**config.mk**
```make
export PLATFORM = sky130hd
export DESIGN_NAME = dsa_ctrl_regs
export DESIGN_NICKNAME = d
export VERILOG_FILES = /design/src/dsa_pkg.sv /design/src/dsa_cfg_if.sv /design/src/dsa_bc_filter.sv /design/src/dsa_audio_sampler.sv /design/src/dsa_ctrl_regs.sv
export SDC_FILE = /design/constraint.sdc
export NUM_CORES = 1
export LEC_CHECK = 0
export ABC_AREA = 1
export BUFFER_PORTS_ARGS = -buffer_cell sky130_fd_sc_hd__buf_2
export CORE_ASPECT_RATIO = 1.5
export CORE_MARGIN = 8
export CORE_UTILIZATION = 45
export DETAILED_ROUTE_END_ITERATION = 16
export PLACE_DENSITY = 0.71
export SLEW_MARGIN = 30
export SYNTH_ARGS = -nofsm -noshare
export SYNTH_HDL_FRONTEND = slang
export SYNTH_HIERARCHICAL = 1
export SYNTH_SLANG_ARGS = --single-unit
```
**constraint.sdc**
```tcl
create_clock -name clock_in -period 1.15 [get_ports clock_in]
set_input_delay 0.23 -clock clock_in [delete_from_list [all_inputs] [get_ports clock_in]]
set_output_delay 0.23 -clock clock_in [all_outputs]
set_load 0.03 [all_outputs]
```
**src/dsa_pkg.sv**
```systemverilog
// constants of the deserializer audio/link control register bank
// assumes a control-bus slave in front that turns frames into register strobes
//
// Overview of operation
// - audio fifo overflow is shown in read-only bit 3 of the audio serial control register.
// - audio fifo underflow is shown in read-only bit 2 of the audio serial control register.
// - writing 1 to bit 1 of the audio serial control register clears the recorded fifo errors.
// - bit 0 of the audio serial control register picks the data strobe edge, 1 rising, 0 falling, reset 0.
// - bit 7 of the pixel clock test register takes the pixel clock from the self test clock pin.
// - with lock mode bit 6 clear, receiver lock shows only while active video arrives.
// - with lock mode bit 6 set, receiver lock shows whenever a serializer is linked.
// - bit 5 of the dual receive register passes the first back-channel pin raw, unfiltered.
// - bits 4-3 pick the link mode: 00 auto, 01 dual, 10 single primary, 11 single secondary.
// - with the second port select set, writes reach port 1 copies and reads return them.
// - with the first port select set, writes reach port 0 copies; reads return them only while the second select is clear.
// - with both selects set, reads return the port 1 copies.
// - after reset the first port select reads 1 and all other dual receive fields read 0.
// - the video-off flag follows the forward channel while control and gpio keep working.
package dsa_pkg;
  // ==========================================================
  // register offsets
  localparam logic [7:0] DSA_AUDIO_CTL_ADDR = 8'h2b;
  localparam logic [7:0] DSA_PCLK_TEST_ADDR = 8'h2e;
  localparam logic [7:0] DSA_DUAL_RX_ADDR = 8'h34;
  localparam logic [7:0] DSA_EQ_CTL1_ADDR = 8'h35;
  // ==========================================================
  // reset values and writable masks
  localparam logic [7:0] DSA_AUDIO_CTL_RST = 8'h00;
  localparam logic [7:0] DSA_PCLK_TEST_RST = 8'h00;
  localparam logic [7:0] DSA_DUAL_RX_RST = 8'h01;
  localparam logic [7:0] DSA_EQ_CTL1_RST = 8'h00;
  localparam logic [7:0] DSA_AUDIO_WR_MASK = 8'hf1;
  localparam logic [7:0] DSA_DUAL_WR_MASK = 8'h7f;
  localparam logic [7:0] DSA_READ_NONE = 8'h00;
  // ==========================================================
  // field positions
  localparam int DSA_AUD_OVF_BIT = 3;
  localparam int DSA_AUD_UNF_BIT = 2;
  localparam int DSA_AUD_CLR_BIT = 1;
  localparam int DSA_AUD_EDGE_BIT = 0;
  localparam int DSA_PCLK_EXT_BIT = 7;
  localparam int DSA_LOCK_MODE_BIT = 6;
  localparam int DSA_RAW_BC_BIT = 5;
  localparam int DSA_MODE_HI_BIT = 4;
  localparam int DSA_MODE_LO_BIT = 3;
  localparam int DSA_P1_SEL_BIT = 1;
  localparam int DSA_P0_SEL_BIT = 0;
  // ==========================================================
  // pin synchroniser lanes and filter depth
  localparam int DSA_NUM_PINS = 7;
  localparam int DSA_PIN_VIDOFF = 0;
  localparam int DSA_PIN_LINKED = 1;
  localparam int DSA_PIN_BC = 2;
  localparam int DSA_PIN_RCLK = 3;
  localparam int DSA_PIN_TCLK = 4;
  localparam int DSA_PIN_ACLK = 5;
  localparam int DSA_PIN_ADATA = 6;
  localparam int DSA_FILT_LEN = 3;
  // ==========================================================
  // receive link modes
  typedef enum logic [1:0] {
    DSA_MODE_AUTO = 2'h0,
    DSA_MODE_DUAL = 2'h1,
    DSA_MODE_SINGLE_PRI = 2'h2,
    DSA_MODE_SINGLE_SEC = 2'h3
  } dsa_link_mode_t;
endpackage : dsa_pkg

```
**src/dsa_cfg_if.sv**
```systemverilog
// configuration bits handed from the register bank to its helpers
// assumes one clock domain shared by all users
`timescale 1ns/1ns
interface dsa_cfg_if;
  logic raw_mode;
  logic strobe_rising;
  modport ctl (output raw_mode, output strobe_rising);
  modport use_side (input raw_mode, input strobe_rising);
endinterface : dsa_cfg_if

```
**src/dsa_bc_filter.sv**
```systemverilog
// back-channel pin conditioner: raw pass or a majority-free stability filter
// assumes the pin sample is already synchronised to clock_in
`timescale 1ns/1ns
module dsa_bc_filter (
  // clock and reset
  input wire logic clock_in,
  input wire logic rst_b_in,
  // configuration and data
  dsa_cfg_if.use_side cfg,
  input wire logic sample_in,
  output logic bc_out
);
  import dsa_pkg::*;
  logic [DSA_FILT_LEN-1:0] hist_reg;
  logic [DSA_FILT_LEN-1:0] hist_next;
  logic bc_reg;
  logic bc_next;

  always_comb begin
    hist_next = {hist_reg[DSA_FILT_LEN-2:0], sample_in};
    bc_next = bc_reg;
    if (cfg.raw_mode) begin
      bc_next = sample_in;
    end else if (&hist_reg) begin
      bc_next = 1'b1;
    end else if (~|hist_reg) begin
      bc_next = 1'b0;
    end
  end

  always_ff @(posedge clock_in or negedge rst_b_in) begin
    if (!rst_b_in) begin
      hist_reg <= '0;
      bc_reg <= 1'b0;
    end else begin
      hist_reg <= hist_next;
      bc_reg <= bc_next;
    end
  end

  assign bc_out = bc_reg;
endmodule : dsa_bc_filter

```
**src/dsa_audio_sampler.sv**
```systemverilog
// audio serial data sampler on a selectable bit clock edge
// assumes bit clock and data are synchronised and well below clock_in rate
`timescale 1ns/1ns
module dsa_audio_sampler (
  // clock and reset
  input wire logic clock_in,
  input wire logic rst_b_in,
  // configuration and pins
  dsa_cfg_if.use_side cfg,
  input wire logic bit_clock_in,
  input wire logic data_in,
  // sampled data
  output logic bit_out,
  output logic valid_out
);
  logic prev_reg;
  logic bit_reg;
  logic bit_next;
  logic valid_reg;
  logic valid_next;
  logic hit;

  always_comb begin
    // both edges are seen one sample late, so data must hold a few cycles
    hit = cfg.strobe_rising ? (bit_clock_in & ~prev_reg) : (~bit_clock_in & prev_reg);
    bit_next = hit ? data_in : bit_reg;
    valid_next = hit;
  end

  always_ff @(posedge clock_in or negedge rst_b_in) begin
    if (!rst_b_in) begin
      prev_reg <= 1'b0;
      bit_reg <= 1'b0;
      valid_reg <= 1'b0;
    end else begin
      prev_reg <= bit_clock_in;
      bit_reg <= bit_next;
      valid_reg <= valid_next;
    end
  end

  assign bit_out = bit_reg;
  assign valid_out = valid_reg;
endmodule : dsa_audio_sampler

```
**src/dsa_ctrl_regs.sv**
```systemverilog
// audio, pixel clock test and dual receive control registers of the deserializer
// assumes single-cycle register strobes from the control-bus slave on clock_in
`timescale 1ns/1ns
module dsa_ctrl_regs (
  // clock and reset
  input wire logic clock_in,
  input wire logic rst_b_in,
  // register port
  input wire logic [7:0] reg_addr_in,
  input wire logic reg_wr_in,
  input wire logic reg_rd_in,
  input wire logic [7:0] reg_wdata_in,
  output logic [7:0] reg_rdata_out,
  output logic reg_rd_valid_out,
  // audio fifo events, same clock
  input wire logic audio_overflow_in,
  input wire logic audio_underflow_in,
  // audio serial pins
  input wire logic audio_bit_clock_in,
  input wire logic audio_data_in,
  output logic audio_bit_out,
  output logic audio_bit_valid_out,
  // link status
  input wire logic forward_video_off_in,
  input wire logic serializer_linked_in,
  output logic rx_lock_out,
  output logic video_off_out,
  output dsa_pkg::dsa_link_mode_t receive_link_mode_out,
  // back channel
  input wire logic first_backchannel_pin_in,
  output logic secondary_backchannel_out,
  // pixel clock source
  input wire logic recovered_clock_in,
  input wire logic self_test_clock_input_in,
  output logic pixel_clock_out,
  output logic pixel_clock_external_out,
  // per-port equalizer copies
  output logic [7:0] eq_port0_out,
  output logic [7:0] eq_port1_out
);
  import dsa_pkg::*;

  // ==========================================================
  // pin synchronisers
  logic [DSA_NUM_PINS-1:0] pins;
  logic [DSA_NUM_PINS-1:0] sync1_reg;
  logic [DSA_NUM_PINS-1:0] sync2_reg;

  assign pins = {audio_data_in, audio_bit_clock_in, self_test_clock_input_in,
                 recovered_clock_in, first_backchannel_pin_in,
                 serializer_linked_in, forward_video_off_in};

  genvar gi;
  generate
    for (gi = 0; gi < DSA_NUM_PINS; gi++) begin : g_sync
      always_ff @(posedge clock_in or negedge rst_b_in) begin
        if (!rst_b_in) begin
          sync1_reg[gi] <= 1'b0;
          sync2_reg[gi] <= 1'b0;
        end else begin
          sync1_reg[gi] <= pins[gi];
          sync2_reg[gi] <= sync1_reg[gi];
        end
      end
    end
  endgenerate

  // ==========================================================
  // register state
  logic [7:0] audio_reg;
  logic [7:0] audio_next;
  logic [7:0] pclk_reg;
  logic [7:0] pclk_next;
  logic [7:0] dual_reg;
  logic [7:0] dual_next;
  logic [7:0] eq0_reg;
  logic [7:0] eq0_next;
  logic [7:0] eq1_reg;
  logic [7:0] eq1_next;
  logic wr_audio;
  logic wr_pclk;
  logic wr_dual;
  logic wr_eq;
  logic fifo_clear;

  always_comb begin
    wr_audio = reg_wr_in && (reg_addr_in == DSA_AUDIO_CTL_ADDR);
    wr_pclk = reg_wr_in && (reg_addr_in == DSA_PCLK_TEST_ADDR);
    wr_dual = reg_wr_in && (reg_addr_in == DSA_DUAL_RX_ADDR);
    wr_eq = reg_wr_in && (reg_addr_in == DSA_EQ_CTL1_ADDR);
    fifo_clear = wr_audio && reg_wdata_in[DSA_AUD_CLR_BIT];
    audio_next = audio_reg;
    if (wr_audio) begin
      // the clear bit is an action and always reads back 0
      audio_next = (audio_reg & ~DSA_AUDIO_WR_MASK) | (reg_wdata_in & DSA_AUDIO_WR_MASK);
    end
    if (fifo_clear) begin
      audio_next[DSA_AUD_OVF_BIT] = 1'b0;
      audio_next[DSA_AUD_UNF_BIT] = 1'b0;
    end
    // a new event in the clearing cycle is kept, set beats clear
    if (audio_overflow_in) begin
      audio_next[DSA_AUD_OVF_BIT] = 1'b1;
    end
    if (audio_underflow_in) begin
      audio_next[DSA_AUD_UNF_BIT] = 1'b1;
    end
    pclk_next = wr_pclk ? reg_wdata_in : pclk_reg;
    dual_next = wr_dual ? (reg_wdata_in & DSA_DUAL_WR_MASK) : dual_reg;
    eq0_next = eq0_reg;
    eq1_next = eq1_reg;
    if (wr_eq && dual_reg[DSA_P0_SEL_BIT]) begin
      eq0_next = reg_wdata_in;
    end
    if (wr_eq && dual_reg[DSA_P1_SEL_BIT]) begin
      eq1_next = reg_wdata_in;
    end
  end

  always_ff @(posedge clock_in or negedge rst_b_in) begin
    if (!rst_b_in) begin
      audio_reg <= DSA_AUDIO_CTL_RST;
      pclk_reg <= DSA_PCLK_TEST_RST;
      dual_reg <= DSA_DUAL_RX_RST;
      eq0_reg <= DSA_EQ_CTL1_RST;
      eq1_reg <= DSA_EQ_CTL1_RST;
    end else begin
      audio_reg <= audio_next;
      pclk_reg <= pclk_next;
      dual_reg <= dual_next;
      eq0_reg <= eq0_next;
      eq1_reg <= eq1_next;
    end
  end

  // ==========================================================
  // read path
  logic [7:0] rdata_reg;
  logic [7:0] rdata_next;
  logic rvalid_reg;
  logic rvalid_next;
  logic [7:0] eq_view;

  always_comb begin
    // port 1 wins when both selects are set; software must drop it for port 0
    if (dual_reg[DSA_P1_SEL_BIT]) begin
      eq_view = eq1_reg;
    end else if (dual_reg[DSA_P0_SEL_BIT]) begin
      eq_view = eq0_reg;
    end else begin
      eq_view = DSA_READ_NONE;
    end
    rvalid_next = reg_rd_in;
    rdata_next = rdata_reg;
    if (reg_rd_in) begin
      unique case (reg_addr_in)
        DSA_AUDIO_CTL_ADDR: rdata_next = audio_reg;
        DSA_PCLK_TEST_ADDR: rdata_next = pclk_reg;
        DSA_DUAL_RX_ADDR: rdata_next = dual_reg;
        DSA_EQ_CTL1_ADDR: rdata_next = eq_view;
        default: rdata_next = DSA_READ_NONE;
      endcase
    end
  end

  always_ff @(posedge clock_in or negedge rst_b_in) begin
    if (!rst_b_in) begin
      rdata_reg <= DSA_READ_NONE;
      rvalid_reg <= 1'b0;
    end else begin
      rdata_reg <= rdata_next;
      rvalid_reg <= rvalid_next;
    end
  end

  assign reg_rdata_out = rdata_reg;
  assign reg_rd_valid_out = rvalid_reg;

  // ==========================================================
  // link status, pixel clock and mode outputs
  logic lock_reg;
  logic lock_next;
  logic vidoff_reg;
  logic vidoff_next;
  logic pix_reg;
  logic pix_next;
  logic pext_reg;
  logic pext_next;
  dsa_link_mode_t mode_reg;
  dsa_link_mode_t mode_next;
  logic linked_s;
  logic vidoff_s;

  always_comb begin
    linked_s = sync2_reg[DSA_PIN_LINKED];
    vidoff_s = sync2_reg[DSA_PIN_VIDOFF];
    // video-off gates lock only while lock mode bit 6 is clear, and drives video_off_out; control and gpio stay up
    vidoff_next = vidoff_s;
    if (dual_reg[DSA_LOCK_MODE_BIT]) begin
      lock_next = linked_s;
    end else begin
      lock_next = linked_s & ~vidoff_s;
    end
    pext_next = pclk_reg[DSA_PCLK_EXT_BIT];
    // sampled clock select: only for slow test clocks, not a glitch-free mux
    pix_next = pclk_reg[DSA_PCLK_EXT_BIT] ? sync2_reg[DSA_PIN_TCLK]
                                          : sync2_reg[DSA_PIN_RCLK];
    mode_next = dsa_link_mode_t'(dual_reg[DSA_MODE_HI_BIT:DSA_MODE_LO_BIT]);
  end

  always_ff @(posedge clock_in or negedge rst_b_in) begin
    if (!rst_b_in) begin
      lock_reg <= 1'b0;
      vidoff_reg <= 1'b0;
      pix_reg <= 1'b0;
      pext_reg <= 1'b0;
      mode_reg <= DSA_MODE_AUTO;
    end else begin
      lock_reg <= lock_next;
      vidoff_reg <= vidoff_next;
      pix_reg <= pix_next;
      pext_reg <= pext_next;
      mode_reg <= mode_next;
    end
  end

  assign rx_lock_out = lock_reg;
  assign video_off_out = vidoff_reg;
  assign pixel_clock_out = pix_reg;
  assign pixel_clock_external_out = pext_reg;
  assign receive_link_mode_out = mode_reg;
  assign eq_port0_out = eq0_reg;
  assign eq_port1_out = eq1_reg;

  // ==========================================================
  // helpers
  dsa_cfg_if cfg ();
  assign cfg.raw_mode = dual_reg[DSA_RAW_BC_BIT];
  assign cfg.strobe_rising = audio_reg[DSA_AUD_EDGE_BIT];

  dsa_bc_filter u_bc (
    .clock_in(clock_in),
    .rst_b_in(rst_b_in),
    .cfg(cfg),
    .sample_in(sync2_reg[DSA_PIN_BC]),
    .bc_out(secondary_backchannel_out)
  );

  dsa_audio_sampler u_aud (
    .clock_in(clock_in),
    .rst_b_in(rst_b_in),
    .cfg(cfg),
    .bit_clock_in(sync2_reg[DSA_PIN_ACLK]),
    .data_in(sync2_reg[DSA_PIN_ADATA]),
    .bit_out(audio_bit_out),
    .valid_out(audio_bit_valid_out)
  );
endmodule : dsa_ctrl_regs

```
==> out/metrics.yaml <==
final.period_utilization_pct: 103.5
grt_pass1_vias: 2786
failed_checks: "setup timing"
setup_viol: 9
initial_core_util_pct: 45.63
drtPass1Iterations: 4
remaining_drc_errors: 0
ys_warn_count: 6
synthCells: 315
clkTransAtPathRegs_ps: 70
dp_hpwl_mm: 5.229
hp-class: "input pin to flop"
fin_skew_ps: 6.716
layout_common_cells: "nand2_1, dfrtp_1, buf_4"
hold_slack_ps: 96.13
status: "complete, but fails checks"
grt_setup_unrepaired: "yes"
place_inst: 466
cp-start-kind: "flop"
cts.path.max_buffers: 2
drive_above_1_share_pct: 42.60
wl_per_cell_um: 14.60
final_common_cell: "nand2_1"
tns_ps: -155.9
antenna_found_initial: 0
peakVddDrop_mv: 0.9547
ys_seq_area_share_pct: 60.08
core_um2: 6759
io_pins: 63
antennaDiodeCount: 0
vias: 2598
cts_buffers: 9
synth_ff_type: "dfrtp_1"
setup_ws_ps: -39.97
fin_crit_ps: 1190
cts_tree: "built"
die_w_um: 83.60
finalPower_mw: 5.083
layoutNonFillerInstCount: 517
area_delta_synth_final_pct: 42.96
grt_pass1_wl_mm: 12.69
viasPerCell: 5.025
synth-async-reset-ratio_pct: 100.0
routed_wl_mm: 7.549
utilization_pct: 65.24
tightest_slew_ps: 348.1
yosysUniqueCellTypes: 23
ff2ff_setup_slack_ps: -40
portBuffers: 62
synth_nets: 344
die-area_um2: 9814
grt_max_degree: 26
synth_seq_cells: 74
cts-root-buf: "clkbuf_8"
drv_cap: 0
endpoint_kind: "flop"
slew_headroom_pct: 76.79
grtUsageTotal_pct: 15.58
netlist_area_um2: 3084
criticalPathCategory: "flop to flop"
p_per_area_nw_per_um2: 1153
die_height_um: 117.4
power.leakage_nw: 2.268
hold_violations: 0
clk-insertion-delay-late_ps: 350
crit_arrival_ps: 1470
cts_max_level: 3
avgSynthCellArea_um2: 9.791
fp-row-count: 37
routabilityCongestion: 0.7844
cts.sinks: 74
ant_nets: 0
grt-ovfl-total: 0
slew_viol_final: 0
critPathMaxFanout: 3
synth_edf_count: 0
worstPathRequired_ps: 1430
fmax_ghz: 0.8404
drt_iter0_drc: 160
nNetsFinal: 463
## cell type report
cell class	instances	area (um^2)
Fill cell	546	2350
Clock buffer	9	123.9
Clock inverter	7	53.80
Timing Repair Buffer	116	964.7
Inverter	27	130.1
Sequential cell	74	1853
Multi-Input combinational cell	206	1186
Tap cell	78	97.59
## report_power, final
part / switching, mW / internal (mW) / leakage [nW]
Combinational: 0.311 / 0.229 / 1.22
Clock: 0.978 / 0.800 / 0.0939
Sequential: 0.0591 / 2.71 / 0.951
Total: 1.35 / 3.74 / 2.27
## routing by layer
layer  up-vias  routed length [um]  GRT usage [%]
li1       1265                   -              -
met1      1267                2968          16.15
met2        56                4142          27.99
met3        10                 312          4.017
met4         0                 125          7.592
met5         -                   0              0
## cell families after synthesis
kind of cell           synth area share, %
AO/OA/AOI/OAI                        10.06
flip-flops                           60.08
buffers and inverters                5.517
AND/OR/NAND/NOR                      24.34
## per-stage QoR
step | worst slack (ps) | instance area [um^2]
after floorplan | -5.258 | 3153
after global placement | -149.1 | 3681
after detailed placement | -185.0 | 3681
after CTS | -18.39 | 4200
after global routing | -127.8 | 4409
final | -39.97 | 4409
## worst paths after layout
check | from | endpoint | cells after the start
max | dual_reg[0] | reg_rdata_out[2] | 7
min | audio_underflow_in | audio_reg[2] | 2
max reg2reg | dual_reg[0] | reg_rdata_out[2] | 7
min reg2reg | sync1_reg[3] | sync2_reg[3] | 0
max in group asynchronous | rst_b_in | sync2_reg[3] | 3
min in group asynchronous | rst_b_in | pclk_reg[7] | 2
## synth_stat cells, types with 3 or more instances
library cell	instances	area share, %
nand2_1	95	12
buf_2	4	0.65
o21ai_2	16	4.5
inv_1	27	3.3
o21ai_0	15	2.4
nor2_4	5	1.8
dfrtp_1	73	59
nand3_1	44	7.1
buf_6	3	1.1
o21a_1	7	1.7
nand2_2	7	1.4
o21ai_1	4	0.65
## what timing repair did
action / CTS / global route
resized for setup: 35 / 63
hold buffers: 8 / 0
setup endpoints to repair: 32 / 46
hold endpoints to repair: 26 / 0
setup buffers: 20 / 5
cloned: 1 / 1
pin swaps: 5 / 16
## worst max-delay path, cell delays in order (launching register included)
cell and delay (ps):
dfstp_2 570, buf_6 120, nand3_1 80, nand2_1 90, nand3_2 60, nand2_2 80, o21ai_1 60, nand2_1 60
(Power assumes the default switching activity.)
